--- config.mk ---
export PLATFORM = sky130hd
export DESIGN_NAME = dma_byte_engine_flat
export DESIGN_NICKNAME = d
export VERILOG_FILES = /design/src/dma_pkg.sv /design/src/dma_link_if.sv /design/src/dma_byte_engine.sv /design/src/flat_wrapper.sv
export SDC_FILE = /design/constraint.sdc
export NUM_CORES = 1
export LEC_CHECK = 0
export ABC_AREA = 1
export BUFFER_PORTS_ARGS = -buffer_cell sky130_fd_sc_hd__buf_2
export CORE_MARGIN = 5
export CORE_UTILIZATION = 30
export DETAILED_ROUTE_END_ITERATION = 16
export PLACE_DENSITY = 0.63
export REMOVE_ABC_BUFFERS = 1
export SYNTH_ARGS = -nofsm -noshare
export SYNTH_HDL_FRONTEND = slang
export SYNTH_SLANG_ARGS = --single-unit
--- constraint.sdc ---
create_clock -name core_clk -period 3 [get_ports core_clk]
set_input_delay 0.45 -clock core_clk [delete_from_list [all_inputs] [get_ports core_clk]]
set_output_delay 0.45 -clock core_clk [all_outputs]
set_load 0.02 [all_outputs]
--- src/dma_pkg.sv ---
// Shared constants and types for the serial byte-mode DMA link
// Functional notes
// Serial side drives ready line toward DMA
// Ready active low, one byte per assertion
// Ready after character; request two periods later
// CPU ends cycle in 1-5, grants after 1
// Receive: I/O read +4, memory write +4
// Receive: request drops +2, write ends +1
// Receive: grant withdrawn 1 after write ends
// Transmit ready 5-6 after last bit
// Transmit: memory read +4, I/O write +3
// Transmit: request drops +3, write ends +1
// Transmit: grant withdrawn 1 after write ends
// After each byte, wait for fresh ready
package dma_pkg;
  // System clock
  localparam int CLK_PERIOD_NS = 50;
  // Widths
  localparam int ADDR_W = 16;
  localparam int DATA_W = 8;
  localparam int CNT_W  = 4;
  typedef logic [ADDR_W-1:0] addr_t;
  typedef logic [DATA_W-1:0] data_t;
  typedef logic [CNT_W-1:0]  cnt_t;

  // Delays, in clock periods
  localparam int RX_READY_DLY_CLK  = 10;  // Within 10-13 after last bit
  localparam int TX_READY_DLY_CLK  = 5;   // Within 5-6 after last bit
  localparam int REQ_DLY_CLK       = 2;   // Ready to bus request
  localparam int CPU_END_MIN_CLK   = 1;   // Machine cycle end, least
  localparam int CPU_END_MAX_CLK   = 5;   // Machine cycle end, most
  localparam int GRANT_DLY_CLK     = 1;   // Cycle end to grant
  localparam int ACK_DLY_CLK       = 4;   // Grant to first cycle
  localparam int RX_FIRST_CLK      = 4;   // I/O read to memory write
  localparam int TX_FIRST_CLK      = 3;   // Memory read to I/O write
  localparam int RX_DROP_CLK       = 2;   // Memory write to request drop
  localparam int TX_DROP_CLK       = 3;   // I/O write to request drop
  localparam int TAIL_CLK          = 1;   // Request drop to write end

  // Counter end values; an observed event costs one sampling edge
  localparam cnt_t REQ_END      = cnt_t'(REQ_DLY_CLK - 2);
  localparam cnt_t ACK_END      = cnt_t'(ACK_DLY_CLK - 2);
  localparam cnt_t RX_FIRST_END = cnt_t'(RX_FIRST_CLK - 1);
  localparam cnt_t TX_FIRST_END = cnt_t'(TX_FIRST_CLK - 1);
  localparam cnt_t RX_DROP_END  = cnt_t'(RX_DROP_CLK - 1);
  localparam cnt_t TX_DROP_END  = cnt_t'(TX_DROP_CLK - 1);
  localparam cnt_t TAIL_END     = cnt_t'(TAIL_CLK - 1);
  localparam cnt_t RX_RDY_END   = cnt_t'(RX_READY_DLY_CLK - 1);
  localparam cnt_t TX_RDY_END   = cnt_t'(TX_READY_DLY_CLK - 1);
  localparam cnt_t CPU_MIN_END  = cnt_t'(CPU_END_MIN_CLK - 1);
  localparam cnt_t CPU_MAX_END  = cnt_t'(CPU_END_MAX_CLK - 1);
  localparam cnt_t CNT_ZERO     = 4'h0;
  localparam cnt_t CNT_ONE      = 4'h1;

  // Reset values and address step
  localparam addr_t ADDR_ZERO = 16'h0000;
  localparam addr_t ADDR_ONE  = 16'h0001;
  localparam data_t DATA_ZERO = 8'h00;
endpackage

--- src/dma_link_if.sv ---
// Link between the DMA end and the CPU/serial-controller end
interface dma_link_if;
  import dma_pkg::*;
  logic  readyN;           // Serial controller wants a byte moved, active low
  logic  busRequestLineN;  // DMA asks for the bus, active low
  logic  busGrantLineN;    // CPU has released the bus, active low
  logic  memRd;            // DMA memory read cycle
  logic  memWr;            // DMA memory write cycle
  logic  ioRd;             // DMA read of the serial controller
  logic  ioWr;             // DMA write to the serial controller
  addr_t memAddr;          // Memory address from the DMA
  data_t dmaData;          // Data driven by the DMA on writes
  data_t hostData;         // Data returned on DMA reads

  modport dma (
    input  readyN, busGrantLineN, hostData,
    output busRequestLineN, memRd, memWr, ioRd, ioWr, memAddr, dmaData
  );
  modport host (
    output readyN, busGrantLineN, hostData,
    input  busRequestLineN, memRd, memWr, ioRd, ioWr, memAddr, dmaData
  );
endinterface

--- src/dma_byte_engine.sv ---
// DMA end: byte-mode transfer sequencer toward memory and serial controller
module dma_byte_engine (
  input  wire logic            core_clk,    // System clock
  input  wire logic            sys_rst,     // Synchronous reset, active high
  dma_link_if.dma              link,        // Bus and ready lines
  input  wire logic            enable,      // Allow transfers
  input  wire logic            txMode,      // 1 transmit, 0 receive
  input  wire logic            loadBlock,   // Pulse: load address and length
  input  wire dma_pkg::addr_t  startAddr,   // Block start address
  input  wire dma_pkg::addr_t  blockLen,    // Block length in bytes
  output logic                 byteDone,    // Pulse: one byte moved
  output logic                 blockDone,   // Level: block length used up
  output dma_pkg::addr_t       bytesLeft,   // Bytes still to move
  output dma_pkg::data_t       lastByte,    // Last byte carried
  output logic                 busy         // Transfer in progress
);
  import dma_pkg::*;

  typedef enum logic [3:0] {
    ST_IDLE     = 4'h0,
    ST_REQ_DLY  = 4'h1,
    ST_WAIT_ACK = 4'h2,
    ST_ACK_DLY  = 4'h3,
    ST_FIRST    = 4'h4,
    ST_SECOND   = 4'h5,
    ST_TAIL     = 4'h6,
    ST_RELEASE  = 4'h7,
    ST_REARM    = 4'h8
  } state_e;

  state_e state_r;
  state_e state_nxt;
  cnt_t   cnt_r;
  cnt_t   cnt_nxt;
  logic   dirTx_r;
  logic   busReqN_r;
  logic   memRd_r;
  logic   memWr_r;
  logic   ioRd_r;
  logic   ioWr_r;
  addr_t  addr_r;
  addr_t  left_r;
  data_t  data_r;
  logic   byteDone_r;
  cnt_t   firstEnd;
  cnt_t   dropEnd;
  logic   cntHit;

  // Direction-dependent spacing of the two bus cycles
  always_comb begin
    firstEnd = dirTx_r ? TX_FIRST_END : RX_FIRST_END;
    dropEnd  = dirTx_r ? TX_DROP_END : RX_DROP_END;
  end

  // Counter end for the current state
  always_comb begin
    case (state_r)
      ST_REQ_DLY: cntHit = (cnt_r == REQ_END);
      ST_ACK_DLY: cntHit = (cnt_r == ACK_END);
      ST_FIRST:   cntHit = (cnt_r == firstEnd);
      ST_SECOND:  cntHit = (cnt_r == dropEnd);
      ST_TAIL:    cntHit = (cnt_r == TAIL_END);
      default:    cntHit = 1'b0;
    endcase
  end

  // Sequencer next state
  always_comb begin
    state_nxt = state_r;
    case (state_r)
      ST_IDLE: begin
        // Ready seen low: one byte to move
        if (enable && !link.readyN && (left_r != ADDR_ZERO)) begin
          state_nxt = ST_REQ_DLY;
        end
      end
      ST_REQ_DLY: begin
        if (cntHit) begin
          state_nxt = ST_WAIT_ACK;
        end
      end
      ST_WAIT_ACK: begin
        if (!link.busGrantLineN) begin
          state_nxt = ST_ACK_DLY;
        end
      end
      ST_ACK_DLY: begin
        if (cntHit) begin
          state_nxt = ST_FIRST;
        end
      end
      ST_FIRST: begin
        if (cntHit) begin
          state_nxt = ST_SECOND;
        end
      end
      ST_SECOND: begin
        if (cntHit) begin
          state_nxt = ST_TAIL;
        end
      end
      ST_TAIL: begin
        if (cntHit) begin
          state_nxt = ST_RELEASE;
        end
      end
      ST_RELEASE: begin
        // Bus goes back to the CPU before anything else
        if (link.busGrantLineN) begin
          state_nxt = ST_REARM;
        end
      end
      ST_REARM: begin
        // Byte mode: a fresh ready assertion is needed
        if (link.readyN) begin
          state_nxt = ST_IDLE;
        end
      end
      default: state_nxt = ST_IDLE;
    endcase
  end

  // Cycle counter restarts on every state change
  always_comb begin
    if (state_nxt != state_r) begin
      cnt_nxt = CNT_ZERO;
    end else begin
      cnt_nxt = cnt_r + CNT_ONE;
    end
  end

  // State and counter
  always_ff @(posedge core_clk) begin
    if (sys_rst) begin
      state_r <= ST_IDLE;
      cnt_r   <= CNT_ZERO;
    end else begin
      state_r <= state_nxt;
      cnt_r   <= cnt_nxt;
    end
  end

  // Direction frozen at the start of each byte
  always_ff @(posedge core_clk) begin
    if (sys_rst) begin
      dirTx_r <= 1'b0;
    end else if (state_r == ST_IDLE) begin
      dirTx_r <= txMode;
    end
  end

  // Bus request line
  always_ff @(posedge core_clk) begin
    if (sys_rst) begin
      busReqN_r <= 1'b1;
    end else if (state_r == ST_REQ_DLY && cntHit) begin
      busReqN_r <= 1'b0;
    end else if (state_r == ST_SECOND && cntHit) begin
      busReqN_r <= 1'b1;
    end
  end

  // Bus cycle strobes
  always_ff @(posedge core_clk) begin
    if (sys_rst) begin
      memRd_r <= 1'b0;
      memWr_r <= 1'b0;
      ioRd_r  <= 1'b0;
      ioWr_r  <= 1'b0;
    end else if (state_r == ST_ACK_DLY && cntHit) begin
      ioRd_r  <= !dirTx_r;
      memRd_r <= dirTx_r;
    end else if (state_r == ST_FIRST && cntHit) begin
      ioRd_r  <= 1'b0;
      memRd_r <= 1'b0;
      memWr_r <= !dirTx_r;
      ioWr_r  <= dirTx_r;
    end else if (state_r == ST_TAIL && cntHit) begin
      memWr_r <= 1'b0;
      ioWr_r  <= 1'b0;
    end
  end

  // Byte latched as the read cycle ends
  always_ff @(posedge core_clk) begin
    if (sys_rst) begin
      data_r <= DATA_ZERO;
    end else if (state_r == ST_FIRST && cntHit) begin
      data_r <= link.hostData;
    end
  end

  // Address and remaining count
  always_ff @(posedge core_clk) begin
    if (sys_rst) begin
      addr_r <= ADDR_ZERO;
      left_r <= ADDR_ZERO;
    end else if (loadBlock && state_r == ST_IDLE) begin
      addr_r <= startAddr;
      left_r <= blockLen;
    end else if (state_r == ST_TAIL && cntHit) begin
      addr_r <= addr_r + ADDR_ONE;
      left_r <= left_r - ADDR_ONE;
    end
  end

  // Completion pulse, one per byte
  always_ff @(posedge core_clk) begin
    if (sys_rst) begin
      byteDone_r <= 1'b0;
    end else begin
      byteDone_r <= (state_r == ST_TAIL) && cntHit;
    end
  end

  // Link outputs
  assign link.busRequestLineN = busReqN_r;
  assign link.memRd           = memRd_r;
  assign link.memWr           = memWr_r;
  assign link.ioRd            = ioRd_r;
  assign link.ioWr            = ioWr_r;
  assign link.memAddr         = addr_r;
  assign link.dmaData         = data_r;

  // User outputs
  assign byteDone  = byteDone_r;
  assign blockDone = (left_r == ADDR_ZERO);
  assign bytesLeft = left_r;
  assign lastByte  = data_r;
  assign busy      = (state_r != ST_IDLE);
endmodule

--- src/flat_wrapper.sv ---
// flat-port wrapper written by rule: the top's interface ports become plain ports
module dma_byte_engine_flat import dma_pkg::*;
  (core_clk, sys_rst, enable, txMode, loadBlock, startAddr, blockLen, byteDone, blockDone, bytesLeft, lastByte, busy, link_readyN, link_busGrantLineN, link_hostData, link_busRequestLineN, link_memRd, link_memWr, link_ioRd, link_ioWr, link_memAddr, link_dmaData);
  dma_link_if link_i ();
  input  wire logic core_clk;
  input  wire logic sys_rst;
  input  wire logic enable;
  input  wire logic txMode;
  input  wire logic loadBlock;
  input  wire dma_pkg::addr_t startAddr;
  input  wire dma_pkg::addr_t blockLen;
  output logic byteDone;
  output logic blockDone;
  output dma_pkg::addr_t bytesLeft;
  output dma_pkg::data_t lastByte;
  output logic busy;
  input wire logic [$bits(link_i.readyN)-1:0] link_readyN;
  input wire logic [$bits(link_i.busGrantLineN)-1:0] link_busGrantLineN;
  input wire logic [$bits(link_i.hostData)-1:0] link_hostData;
  output wire logic [$bits(link_i.busRequestLineN)-1:0] link_busRequestLineN;
  output wire logic [$bits(link_i.memRd)-1:0] link_memRd;
  output wire logic [$bits(link_i.memWr)-1:0] link_memWr;
  output wire logic [$bits(link_i.ioRd)-1:0] link_ioRd;
  output wire logic [$bits(link_i.ioWr)-1:0] link_ioWr;
  output wire logic [$bits(link_i.memAddr)-1:0] link_memAddr;
  output wire logic [$bits(link_i.dmaData)-1:0] link_dmaData;
  assign link_i.readyN = link_readyN;
  assign link_i.busGrantLineN = link_busGrantLineN;
  assign link_i.hostData = link_hostData;
  assign link_busRequestLineN = link_i.busRequestLineN;
  assign link_memRd = link_i.memRd;
  assign link_memWr = link_i.memWr;
  assign link_ioRd = link_i.ioRd;
  assign link_ioWr = link_i.ioWr;
  assign link_memAddr = link_i.memAddr;
  assign link_dmaData = link_i.dmaData;
  dma_byte_engine u_core (.core_clk(core_clk), .sys_rst(sys_rst), .link(link_i), .enable(enable), .txMode(txMode), .loadBlock(loadBlock), .startAddr(startAddr), .blockLen(blockLen), .byteDone(byteDone), .blockDone(blockDone), .bytesLeft(bytesLeft), .lastByte(lastByte), .busy(busy));
endmodule
# [Word level (Yosys, flattened, before mapping)]
# Cells that the tools add are included.
[word_totals] wordCells=75 out_inout_bits=56 regBits=55 inputBits=47
[classes] eq_ne=12 bitwise_logic=1 add_sub_neg=3 mux=25 reduce_logical=22
[ops] cell="2-to-1 mux 16 bit" n=4
[ops] cell="2-to-1 mux 4 bit" n=9
[ops] cell="case mux 4 bit (9 select lines)" n=1
[ops] cell="adder 16 x 1 -> 16 bit (second input constant)" n=1
[ops] cell="== test 4 x 3 -> 1 bit (second input constant)" n=4
[ops] cell="logical NOT 16 bit" n=1
[ops] cell="nonzero test 16 bit" n=1
[ops] cell="subtractor 16 x 1 -> 16 bit (second input constant)" n=1
[ops] cell="== test 4 x 2 -> 1 bit (second input constant)" n=3
[ops] cell="2-to-1 mux 1 bit" n=9
[ops] cell="== test 4 bit" n=2
[ops] cell="logical AND 1 bit" n=8
[ops] cell="logical NOT 4 bit" n=2
[ops] cell="nonzero test 2 bit" n=4
[ops] cell="adder 4 x 1 -> 4 bit (second input constant)" n=1
[ops] cell="== test 4 x 1 -> 1 bit (second input constant)" n=1
[ops] cell="== test 4 bit (second input constant)" n=1
[ops] cell="!= test 4 bit" n=1
[ops] cell="case mux 1 bit (4 select lines)" n=1
[ops] cell="nonzero test 4 bit" n=1
[ops] cell="OR reduction 2 bit" n=2
[ops] cell="logical NOT 1 bit" n=2
[ops] cell="2-to-1 mux 2 bit" n=1
[ops] cell="AND reduction 2 bit" n=1
[ops] cell="inverter 1 bit" n=1

# [Longest topological paths before layout]
[logic_depth] depth_word=7 mapped_depth=15 depth_no_buf=14

# [Worst setup path before layout]
# Ideal clock, no wire load.
[synth_path] path_kind="flip-flop to output port" start="register u_core.left_r[0] (netlist: u_core.bytesLeft[0])" end="output port blockDone" path_buffers=0 stages_incl_launch_ff=11 arrival_time_ns=1.981 setup_slack_ns=0.569 path_cell_list="dfxtp_1 -> inv_1 -> ha_1 -> nand3_1 -> inv_1 -> nand2_1 -> nor2_1 -> nand2_1 -> nor2_1 -> nand2_1 -> nor4_1"
[synth_between] elab_chain_len=1
[synth_rtl] item="from (decl)" line_no="dma_byte_engine.sv:42" source="addr_t left_r;"
[synth_rtl] item="from (signal assigned)" line_no="dma_byte_engine.sv:200" source="left_r <= blockLen;"
[synth_rtl] item="from (signal assigned)" line_no="dma_byte_engine.sv:203" source="left_r <= left_r - ADDR_ONE;"
[synth_rtl] item="logical NOT 16 bit" line_no="dma_byte_engine.sv:227" source="assign blockDone = (left_r == ADDR_ZERO);"
[synth_rtl] item="to (decl)" line_no="flat_wrapper.sv:13" source="output logic blockDone;"
# No other way between the ends.

# [Worst setup path after layout]
# Same ends and word-level chain as after synthesis.

==> run summary <==
Avg Inst Size Synth - 6.67 um^2
# Post-CTS Setup Buffers - 0
Synth area leader - dfxtp_1
wire length per cell - 13.2 um
Critical Path Fanout Max - 6
Final Cell Area - 0.00387 mm^2
clock power share - 18.7%
flip-flop and latch count after synthesis - 55
setup total negative slack - 0 ns
Crit. End Element - output port
synthesized instance count - 477
most used cell, CP - nand2_1
Fillers - 1113
RSZ-0062 raised after global routing - false
dpl cell area - 0.00375 mm^2
Period Utilization, post-route - 86.1%
Crit path max-delay family - simple AND/OR/NAND/NOR gates
gr usage total - 14.3%
CTS Buf Count - 5
register area - 0.00110 mm^2
r2r worst-path depth - 13
Pleak - 1.86 nW
Final Slew Violations - 0
H-Tree Level Count - 2
Worst EP required - 2.55 ns
synthesized area - 0.00318 mm^2
WP buf/inv - 3
Synth Warn # - 0
cts hold-fix bufs - 0
DR iter-0 viols - 185
total power - 2.86 mW
maximum clock insertion buffer count - 2
HP Start - link_hostData[3]
part of the power in registers - 36.7%
end of the worst hold path - u_core.lastByte[3]
clock root cell - clkbuf_8
Worst Clk Skew - 0.0103 ns
post-layout minimum cycle time - 2.58 ns
DRT antenna net count - 0
Pint - 1.59 mW
Die X - 113 um
RD Place Congestion - 0.847
Reg-to-Reg End - u_core.bytesLeft[1]
critical path class - reg -> out
vias in the first global route - 3289
Yosys top cell area share - 34.6%
ratio of cells with drive above 1 in the final layout - 23.7%
outcome - finished, final reports clean
worst reg2reg startpoint - u_core.state_r[0]
Sw Ratio - 44.2%
Combinational Power Share - 44.6%
Area contributors post-synth - dfxtp_1, nand2_1, nor2_1
core area - 0.0103 mm^2
CP Cell Sequence - inv_1, ha_1, nand3_1, inv_1, nand2_1, nor2_1, nand2_1, nor2_1, nand2_1, nor4_1, buf_2
# port buffers - 102
power per cell area - 738 mW/mm^2
total congestion overflow - 0
Post-Layout Cell Count - 702
commonest cells in the netlist - nand2_1, nor2_1, dfxtp_1
CTS resizes - 0
CTS tree - done
Post-synth EDFFs - 0
HP Class - in -> reg
Unique masters post-synth - 37
io pins - 103
Max Cap Viol - 0
Clock transition at path regs - 0.11 ns
Top FF cell, synth - dfxtp_1
crit start category - register
CP Data Arrival Time - 2.13 ns
global-route wire length before repair - 15.3 mm
DRC Markers - 0
top-count cell post-synth - nand2_1
placed insts - 694
sequential share of the synthesized area - 34.6%
die area - 0.0128 mm^2
register-to-register setup slack - 0.73 ns
worst skew pair latency - 0.31 ns
synth-to-layout area growth - 21.7%
Hold Vio Cnt, Final - 0
# rows - 37
final setup vio count - 0
total routed wirelength - 9.24 mm
DIE HEIGHT - 113 um
TritonRoute pass-1 iters - 4
drt via density - 4.82
CTS Sinks - 55
DP HPWL - 7.01 mm
Starting Density - 30.8%
hold path cells - 3
Async S/R FF share, synth - 0%
max_slew headroom - 66.0%
slowest CP cell - dfxtp_1
Worst-Margin Slew - 0.505 ns
crit-path max cell delay - 0.35 ns
nets@finish - 616
worst vdd ir - 0.000309 V
initial antenna violation count - 0
via count - 3383
f_max - 387 MHz
area taken by multi-input logic gates - 0.00177 mm^2
Psw - 1.26 mW
largest net degree at the start of global routing - 29
diode count - 0
-- layout make-up --
type,instances,area share [%]
Multi-Input combinational cell,356,45.7
Sequential cell,55,28.4
Timing Repair Buffer,107,14.5
Tap cell,136,4.39
Inverter,40,3.88
Clock buffer,6,2.13
Clock inverter,2,1.00
-- kinds of logic after synthesis --
group                    after synthesis  share of synthesized area [%]
AND/OR/NAND/NOR                      233                           31.3
AO/OA/AOI/OAI                        104                           18.4
buffers and inverters                 66                           9.79
flip-flops                            55                           34.6
XOR/XNOR                              10                           2.75
multiplexers                           5                           1.57
adder cells (fa/ha/maj)                4                           1.57
-- routing by layer --
metal | global-route usage (%) | part of all wire [%]
met2 | 24.8 | 46
met4 | 2.72 | 0.77
met1 | 18.2 | 45
met3 | 3.53 | 7.4
met5 | 0 | 0
-- worst max-delay path by stage --
stage                             start        end  slack, ns  cells after the start
floorplan           u_core.bytesLeft[0]  blockDone       0.57                     10
finish              u_core.bytesLeft[0]  blockDone       0.42                     11
global placement    u_core.bytesLeft[0]  blockDone       0.82                     11
global route        u_core.bytesLeft[0]  blockDone       0.14                     11
detailed placement  u_core.bytesLeft[0]  blockDone       0.75                     11
CTS                 u_core.bytesLeft[0]  blockDone       0.38                     11
-- power by group through the flow --
stage	logic, mW	registers (mW)	clock network [mW]
floorplan	0.772	1.16	0
global placement	1.26	1.06	0
detailed placement	1.28	1.06	0
CTS	1.28	1.05	0.560
global route	1.45	1.08	0.582
finish	1.27	1.05	0.534
-- worst min-delay path, stage by stage --
cell and delay [ns]:
buf_2 0.07, o21ai_0 0.07, nor2_1 0.08
-- through the flow --
| stage | hold WS (ns) | worst slack (ns) | util (%) |
|---|---|---|---|
| global route | 0.386 | 0.144 | 37.5 |
| finish | 0.383 | 0.418 | 37.5 |
| global placement | 0.456 | 0.819 | 36.3 |
| detailed placement | 0.460 | 0.753 | 36.3 |
| floorplan | 0.453 | 0.569 | - |
| CTS | 0.374 | 0.376 | 37.5 |
-- placed cells by master, fill, tap and decap left out --
master | netlist | routed
nand3b_1 | 1 | 1
nand2_2 | 3 | 3
o21ai_1 | 2 | 2
o21ai_0 | 46 | 46
xor2_1 | 8 | 8
a211oi_2 | 1 | 1
ha_1 | 4 | 4
o21bai_1 | 2 | 2
a31oi_1 | 2 | 2
o211a_1 | 6 | 6
inv_6 | 0 | 1
inv_2 | 4 | 4
nand2_1 | 90 | 90
o31ai_1 | 1 | 1
a21oi_1 | 37 | 37
bufinv_16 | 0 | 1
or2_2 | 1 | 1
mux2i_1 | 5 | 5
nor2_4 | 1 | 1
nor3_1 | 4 | 4
clkinv_1 | 1 | 1
nor2_2 | 3 | 3
nor4_1 | 2 | 2
buf_2 | 6 | 102
nand3_2 | 2 | 2
buf_12 | 0 | 1
buf_4 | 11 | 4
o211ai_1 | 1 | 1
nand2_4 | 2 | 2
inv_1 | 35 | 35
clkbuf_8 | 0 | 6
o22ai_1 | 4 | 4
nor2_1 | 85 | 85
nand3_1 | 33 | 33
dfxtp_1 | 55 | 55
xnor2_1 | 2 | 2
nand4_1 | 6 | 6
a31o_2 | 1 | 1
o21bai_2 | 1 | 1
-- registers in the layout (all words and copies together), names as in the netlist --
signal / flops
u_core.link.busRequestLineN: 1
u_core.link.ioRd: 1
u_core.bytesLeft: 16
u_core.state_r: 4
u_core.dirTx_r: 1
u_core.link.memWr: 1
u_core.lastByte: 8
u_core.cnt_r: 4
u_core.link.ioWr: 1
u_core.link.memAddr: 16
u_core.byteDone: 1
u_core.link.memRd: 1
Power figures use the tool's default switching activity.
